`src/logic/upp_defines.vh`:
```
`ifndef UPP_DEFINES_VH
`define UPP_DEFINES_VH

// Internal register space addresses
`define UPP_ADDR_LOW_DATA    8'h90
`define UPP_ADDR_LOW_DIR     8'h91
`define UPP_ADDR_HIGH_DATA   8'ha0
`define UPP_ADDR_HIGH_DIR    8'ha1

// Extended register space addresses of the routing words
`define UPP_ADDR_ROUTE_A     16'hff90
`define UPP_ADDR_ROUTE_B     16'hff91
`define UPP_ADDR_ROUTE_C     16'hff92
`define UPP_ADDR_ROUTE_D     16'hff93

// Pin counts and field layout
`define UPP_NUM_PINS         9
`define UPP_NUM_ROUTED       8
`define UPP_SEL_W            3
`define UPP_SEL_HI_LSB       4
`define UPP_ROUTE_REG_W      8

// Reset values
`define UPP_RST_BYTE         8'h00
`define UPP_RST_PINS         9'h000
`define UPP_RST_ROUTE        32'h0000_0000
`define UPP_PULL_ON          1'b1

// Resource selection codes
`define UPP_SEL_TIMER0       3'h2
`define UPP_SEL_TIMER1       3'h3
`define UPP_SEL_IRQ0_HI      3'h4
`define UPP_SEL_IRQ1_HI      3'h5
`define UPP_SEL_IRQ0_LO      3'h6
`define UPP_SEL_IRQ1_LO      3'h7

`endif

```
`src/logic/upp_user_pin_port.v`:
```
`timescale 1ns/1ps
`default_nettype none
`include "upp_defines.vh"

module upp_user_pin_port (
  input  wire        mclk_i,
  input  wire        rst_i,
  input  wire [7:0]  sfr_addr_i,
  input  wire        sfr_wr_i,
  input  wire [7:0]  sfr_wdata_i,
  output reg  [7:0]  sfr_rdata_o,
  input  wire [15:0] xram_addr_i,
  input  wire        xram_wr_i,
  input  wire [7:0]  xram_wdata_i,
  output reg  [7:0]  xram_rdata_o,
  input  wire        ext_irq0_type_i,
  input  wire        ext_irq1_type_i,
  input  wire [8:0]  user_pin_i,
  output reg  [8:0]  user_pin_o,
  output reg  [8:0]  user_pin_oe_o,
  output reg  [8:0]  user_pin_pullup_o,
  output reg         timer_zero_gate_o,
  output reg         timer_one_gate_o,
  output reg         ext_irq0_o,
  output reg         ext_irq1_o
);

  // ----------------------------------------------------------------
  // State
  // ----------------------------------------------------------------
  // Register contents and sampled pin levels
  reg  [8:0]  data_q;      // Output data per pin
  reg  [8:0]  dir_q;       // 1 = output
  reg         pull_low_q;  // Pull-up still active on pins 0-7
  reg         pull_high_q; // Pull-up still active on pin 8
  reg  [31:0] route_q;     // Four routing registers packed
  reg  [8:0]  pin_q;       // Sampled pin levels
  reg         irq0_lvl_q;  // Combined interrupt 0 term, one cycle late
  reg         irq1_lvl_q;  // Combined interrupt 1 term, one cycle late

  // Next values of the registered outputs
  reg  [7:0]  sfr_rdata_d;
  reg  [7:0]  xram_rdata_d;
  reg  [8:0]  pullup_d;
  reg         ext_irq0_d;
  reg         ext_irq1_d;

  // Write strobes of the mapped internal registers
  wire        wr_low_data  = sfr_wr_i && (sfr_addr_i == `UPP_ADDR_LOW_DATA);
  wire        wr_low_dir   = sfr_wr_i && (sfr_addr_i == `UPP_ADDR_LOW_DIR);
  wire        wr_high_data = sfr_wr_i && (sfr_addr_i == `UPP_ADDR_HIGH_DATA);
  wire        wr_high_dir  = sfr_wr_i && (sfr_addr_i == `UPP_ADDR_HIGH_DIR);

  // Write strobes of the routing registers in the extended space
  wire        wr_route_a   = xram_wr_i && (xram_addr_i == `UPP_ADDR_ROUTE_A);
  wire        wr_route_b   = xram_wr_i && (xram_addr_i == `UPP_ADDR_ROUTE_B);
  wire        wr_route_c   = xram_wr_i && (xram_addr_i == `UPP_ADDR_ROUTE_C);
  wire        wr_route_d   = xram_wr_i && (xram_addr_i == `UPP_ADDR_ROUTE_D);

  // ----------------------------------------------------------------
  // Per-pin resource decode
  // ----------------------------------------------------------------
  wire [7:0]  hit_tmr0;
  wire [7:0]  hit_tmr1;
  wire [7:0]  hit_i0;
  wire [7:0]  hit_i1;

  genvar g;
  generate
    for (g = 0; g < `UPP_NUM_ROUTED; g = g + 1) begin : g_route
      // Even pin in low field, odd pin in high field of its register
      wire [2:0] sel = route_q[(g/2)*`UPP_ROUTE_REG_W + (g%2)*`UPP_SEL_HI_LSB +: `UPP_SEL_W];
      assign hit_tmr0[g] = (sel == `UPP_SEL_TIMER0) & pin_q[g];
      assign hit_tmr1[g] = (sel == `UPP_SEL_TIMER1) & pin_q[g];
      assign hit_i0[g] = ((sel == `UPP_SEL_IRQ0_HI) & pin_q[g]) |
                         ((sel == `UPP_SEL_IRQ0_LO) & ~pin_q[g]);
      assign hit_i1[g] = ((sel == `UPP_SEL_IRQ1_HI) & pin_q[g]) |
                         ((sel == `UPP_SEL_IRQ1_LO) & ~pin_q[g]);
    end
  endgenerate

  // Pin 8 never enters the routing decode
  wire        irq0_lvl = |hit_i0;
  wire        irq1_lvl = |hit_i1;

  // Rising edge of each combined term, used in edge mode
  wire        irq0_rise = irq0_lvl & ~irq0_lvl_q;
  wire        irq1_rise = irq1_lvl & ~irq1_lvl_q;

  // ----------------------------------------------------------------
  // Data read-back values
  // ----------------------------------------------------------------
  // Output pins read their data bit, input pins the sampled level
  wire [8:0]  pin_view = (dir_q & data_q) | (~dir_q & pin_q);

  // ----------------------------------------------------------------
  // Next values of the registered outputs
  // ----------------------------------------------------------------
  // Pull-up only on input pins of a group not yet configured
  always @* begin
    pullup_d = {pull_high_q, {`UPP_NUM_ROUTED{pull_low_q}}} & ~dir_q;
  end

  // Type bit set: rising-edge pulse; clear: level
  always @* begin
    ext_irq0_d = ext_irq0_type_i ? irq0_rise : irq0_lvl;
    ext_irq1_d = ext_irq1_type_i ? irq1_rise : irq1_lvl;
  end

  // Internal register read mux; unmapped reads as zero
  always @* begin
    case (sfr_addr_i)
      `UPP_ADDR_LOW_DATA:  sfr_rdata_d = pin_view[7:0];
      `UPP_ADDR_LOW_DIR:   sfr_rdata_d = dir_q[7:0];
      `UPP_ADDR_HIGH_DATA: sfr_rdata_d = {7'h00, pin_view[8]};
      `UPP_ADDR_HIGH_DIR:  sfr_rdata_d = {7'h00, dir_q[8]};
      default:             sfr_rdata_d = `UPP_RST_BYTE;
    endcase
  end

  // Extended register read mux; unmapped reads as zero
  always @* begin
    case (xram_addr_i)
      `UPP_ADDR_ROUTE_A: xram_rdata_d = route_q[7:0];
      `UPP_ADDR_ROUTE_B: xram_rdata_d = route_q[15:8];
      `UPP_ADDR_ROUTE_C: xram_rdata_d = route_q[23:16];
      `UPP_ADDR_ROUTE_D: xram_rdata_d = route_q[31:24];
      default:           xram_rdata_d = `UPP_RST_BYTE;
    endcase
  end

  // ----------------------------------------------------------------
  // Register writes and pin sampling
  // ----------------------------------------------------------------
  always @(posedge mclk_i) begin
    if (rst_i) begin
      data_q      <= `UPP_RST_PINS;
      dir_q       <= `UPP_RST_PINS; // All inputs
      pull_low_q  <= `UPP_PULL_ON;
      pull_high_q <= `UPP_PULL_ON;
      route_q     <= `UPP_RST_ROUTE;
      pin_q       <= `UPP_RST_PINS;
      irq0_lvl_q  <= 1'b0;
      irq1_lvl_q  <= 1'b0;
    end else begin
      // Pins sampled every cycle
      pin_q      <= user_pin_i;
      irq0_lvl_q <= irq0_lvl;
      irq1_lvl_q <= irq1_lvl;
      if (wr_low_data) begin
        data_q[7:0] <= sfr_wdata_i;
      end
      if (wr_high_data) begin
        data_q[8] <= sfr_wdata_i[0];
      end
      if (wr_low_dir) begin
        dir_q[7:0] <= sfr_wdata_i; // Independent bit per pin
        pull_low_q <= 1'b0;
      end
      if (wr_high_dir) begin
        dir_q[8]    <= sfr_wdata_i[0];
        pull_high_q <= 1'b0;
      end
      // Routing registers; other extended addresses ignored
      if (wr_route_a) begin
        route_q[7:0] <= xram_wdata_i;
      end
      if (wr_route_b) begin
        route_q[15:8] <= xram_wdata_i;
      end
      if (wr_route_c) begin
        route_q[23:16] <= xram_wdata_i;
      end
      if (wr_route_d) begin
        route_q[31:24] <= xram_wdata_i;
      end
    end
  end

  // ----------------------------------------------------------------
  // Outputs, all registered
  // ----------------------------------------------------------------
  always @(posedge mclk_i) begin
    if (rst_i) begin
      sfr_rdata_o       <= `UPP_RST_BYTE;
      xram_rdata_o      <= `UPP_RST_BYTE;
      user_pin_o        <= `UPP_RST_PINS;
      user_pin_oe_o     <= `UPP_RST_PINS;
      user_pin_pullup_o <= {`UPP_NUM_PINS{`UPP_PULL_ON}};
      timer_zero_gate_o <= 1'b0;
      timer_one_gate_o  <= 1'b0;
      ext_irq0_o        <= 1'b0;
      ext_irq1_o        <= 1'b0;
    end else begin
      // Pins, pull-ups and resource outputs
      user_pin_o        <= data_q;
      user_pin_oe_o     <= dir_q;
      user_pin_pullup_o <= pullup_d;
      timer_zero_gate_o <= |hit_tmr0;
      timer_one_gate_o  <= |hit_tmr1;
      ext_irq0_o        <= ext_irq0_d;
      ext_irq1_o        <= ext_irq1_d;

      // Read data, one cycle after the address
      sfr_rdata_o       <= sfr_rdata_d;
      xram_rdata_o      <= xram_rdata_d;
    end
  end

endmodule // upp_user_pin_port

`default_nettype wire

```
`config.mk`:
```
export PLATFORM = sky130hd
export DESIGN_NAME = upp_user_pin_port
export DESIGN_NICKNAME = d
export VERILOG_FILES = /design/src/logic/upp_user_pin_port.v
export VERILOG_INCLUDE_DIRS = /design/src /design/src/logic
export SDC_FILE = /design/constraint.sdc
export NUM_CORES = 1
export LEC_CHECK = 0
export BUFFER_PORTS_ARGS = -buffer_cell sky130_fd_sc_hd__buf_2
export CORE_MARGIN = 10
export CORE_UTILIZATION = 53
export CTS_CLUSTER_DIAMETER = 100
export DETAILED_ROUTE_END_ITERATION = 10
export HOLD_SLACK_MARGIN = 0.08
export MAX_ROUTING_LAYER = met4
export PLACE_DENSITY = 0.9
export RECOVER_POWER = 25
export SETUP_SLACK_MARGIN = 0.2
export SYNTH_ARGS = -nofsm -noshare
export SYNTH_HDL_FRONTEND = slang
export SYNTH_SLANG_ARGS = --single-unit
```
`constraint.sdc`:
```
create_clock -name mclk_i -period 2.1 [get_ports mclk_i]
set_clock_uncertainty 0.1 [all_clocks]
set_input_delay 0.21 -clock mclk_i [delete_from_list [all_inputs] [get_ports mclk_i]]
set_output_delay 0.21 -clock mclk_i [all_outputs]
set_load 0.1 [all_outputs]
```
==> flow_summary.yaml <==
cells_and_area:
  drive_above_1_share_pct: 24.16
  syn_to_final_growth_pct: 25.81
  num_antenna_cells: 0
  fin_util_pct: 68.56
  final_nets: 613
global_routing:
  grt_max_degree: 32
  grt_pass1_wl_um: 18420
  overflow: 0
  grtUsageTotal_pct: 20.12
  antenna_found_initial: 0
  grt_pass1_vias: 3760
timing:
  tightestPinTransition_ns: 1.235
  fin_crit_ns: 1.821
  clock.fmax_mhz: 549.2
  final-hold-violation-count: 0
  finalSetupViolations: 0
  rsz0062_at_grt: "false"
  fin_tns_setup_ns: 0
  whs_ns: 0.09753
  finalMaxSlewViolations: 0
  final.period_utilization_pct: 86.71
  slew-limit-headroom_pct: 17.70
setup_path:
  cpPeakStageDelay_ns: 0.63
  rrSetupSlack_ns: 0.61
  cp-start-kind: "primary input"
  path_cells: "dlygate4sd3_1 > buf_2 > nor4_4 > dlygate4sd3_1 > o2111ai_1 > a21oi_1"
  path_class: "primary input to flop"
  end_kind: "flop"
  worstPathRequired_ns: 2.31
  cp_num_buf_inv: 3
  r2r-end: "ext_irq0_o"
  crit_fanout: 6
  path_delay_family: "buffers and inverters"
  rr_worst_depth: 4
  arrival_ns: 2.03
  cpMostUsedCell: "dlygate4sd3_1"
  critPathSlowestCell: "dlygate4sd3_1"
  reg2reg_from: "route_q[9]"
placement:
  place_hpwl_um: 8440
  io_buffers: 101
  gp_congestion: 1.012
clock_tree:
  clk_pin_slew_ns: 0.10
  clkLatencyLatePin_ns: 0.38
  cts_resized: 0
  cts_tree: "done"
  numCtsBuffers: 9
  ctsHtreeMaxLevel: 3
  clock_sinks: 110
  cts_root_buffer: "clkbuf_8"
  clock_path_buffers: 2
yosys:
  avgSynthCellArea_um2: 9.936
  ys_seq_area_share_pct: 52.02
  yosysWarnings: 0
  synth_enable_flop_cells: 0
  yosys.area.top_type: "dfxtp_1"
  synth.area.top_cells: "dfxtp_1, mux2i_1, nand2_1, mux4_2, o21ai_0"
  ys_async_sr_fraction_pct: 0
  synthesis.area_um2: 4233
  synth_top_area_share_pct: 52.02
  ys.flop_type: "dfxtp_1"
  synth_seq_cells: 110
  synth_cell_types: 40
  synthesis.nets: 481
  synthCells: 426
floorplan:
  die_area_um2: 11960
  core_area_um2: 7767
  start_util_pct: 54.49
  ioPinCount: 102
  die_w_um: 109.4
  die_h_um: 109.4
  num_rows: 32
run_status:
  status: "finished clean"
power_and_ir_drop:
  power_density_nw_per_um2: 684.0
  p_int_mw: 2.775
  totalPowerFinal_mw: 3.642
  p_sw_mw: 0.8672
  power_frac_clock_pct: 36.1
  leakage_nw: 2.389
  p_sw_share_pct: 23.81
  ir_drop_mv: 0.3627
  comb_power_share_pct: 6.0
  seqPwrFrac_pct: 57.9
min_path:
  whs_path_depth: 3
  hp-start: "xram_wdata_i[5]"
  min_path_type: "primary input to flop"
  min_to: "route_q[29]"
detailed_routing:
  totalWireLength_um: 11850
  first_pass_iters: 5
  viasPerCell: 5.606
  wire_per_inst_um: 17.82
  drc: 0
  drtAntennaViolNets: 0
  vias: 3728
  drtIter0Drc: 260
flow_run:
  maxCapViolations: 0
[logic make-up (layout without fill, tap and decap cells)]
kind of cell | after synthesis | in the layout | share of synthesized area [%]
simple gates | 158 | 158 | 20.10
flops | 110 | 110 | 52.02
compound gates | 58 | 58 | 8.188
mux | 49 | 49 | 13.95
buf+inv | 43 | 180 | 4.079
xor+xnor | 8 | 8 | 1.655
[cells in the mapped netlist, types with 8 or more instances]
master	n
o21ai_0	26
a21oi_1	11
clkbuf_1	11
nand3_1	8
dfxtp_1	110
nor2b_1	20
mux2i_1	41
xnor2_1	8
mux4_2	8
nor2_1	16
nand3b_1	9
inv_1	25
nand2_1	74
[stage by stage]
step	worst slack, ns	instance area [um2]	instances
after floorplan	0.5483	4233	426
after global placement	0.2787	4862	622
after detailed placement	0.2385	4862	622
after CTS	0.3307	5338	665
after global routing	0.1811	5325	665
final	0.2790	5325	665
[power groups by stage]
stage	sequential [mW]	clock [mW]	combinational, mW
6_report	2.11	1.32	0.217
5_1_grt	2.11	1.39	0.234
3_3_place_gp	2.16	0	0.169
4_1_cts	2.11	1.33	0.216
3_5_place_dp	2.16	0	0.176
2_1_floorplan	2.16	0	0.0874
[worst max path at each step]
| stage | from | endpoint | slack, ns | cells past startpoint |
|---|---|---|---|---|
| floorplan | xram_addr_i[6] | route_q[10] | 0.55 | 5 |
| detailed placement | xram_addr_i[6] | route_q[13] | 0.24 | 5 |
| CTS | sfr_addr_i[6] | pull_high_q | 0.33 | 6 |
| global placement | xram_addr_i[6] | route_q[15] | 0.28 | 5 |
| global route | sfr_addr_i[6] | sfr_rdata_o[0] | 0.18 | 6 |
| finish | sfr_addr_i[6] | sfr_rdata_o[0] | 0.28 | 6 |
[cell type report]
type | count | area [um2]
Sequential cell | 110 | 2202
Timing Repair Buffer | 137 | 830.8
Clock inverter | 6 | 77.57
Fill cell | 566 | 2442
Clock buffer | 10 | 127.6
Inverter | 27 | 101.3
Multi-Input combinational cell | 273 | 1858
Tap cell | 102 | 127.6
[worst reg2reg max path, cell delays in order, from the launching register on]
cell      delay, ns
dfxtp_1        0.47
xnor2_1        0.14
o32ai_1        0.30
nor2_1         0.12
a221oi_1       0.26
[state kept, by name (all words and copies together) (netlist names), 8 cells and up]
signal and flops:
dir_q 9, xram_rdata_o 8, sfr_rdata_o 8, user_pin_pullup_o 9, user_pin_o 9, route_q 32
data_q 9, pin_q 9, user_pin_oe_o 9
[what timing repair did]
item / CTS / global route
setup buffers: 0 / 0
hold endpoints to repair: 39 / 0
hold buffers: 27 / 0
[placed cells by master, fill, tap and decap left out, types with 7 or more instances in the layout]
cell	instances
a21oi_1	11
buf_2	100
clkbuf_8	9
dfxtp_1	110
dlygate4sd3_1	27
inv_1	25
mux2i_1	41
mux4_2	8
nand2_1	74
nand3_1	8
nand3b_1	9
nor2_1	16
nor2b_1	20
o21ai_0	26
o22ai_1	7
xnor2_1	8
[per-layer routing]
metal,GRT usage [%],wire [um],vias to the layer above
met2,34.11,6080,206
met1,21.34,4261,1736
li1,-,-,1732
met5,-,0,-
met4,11.90,567,0
met3,4.037,940,54
Power figures use the tool's default switching activity.
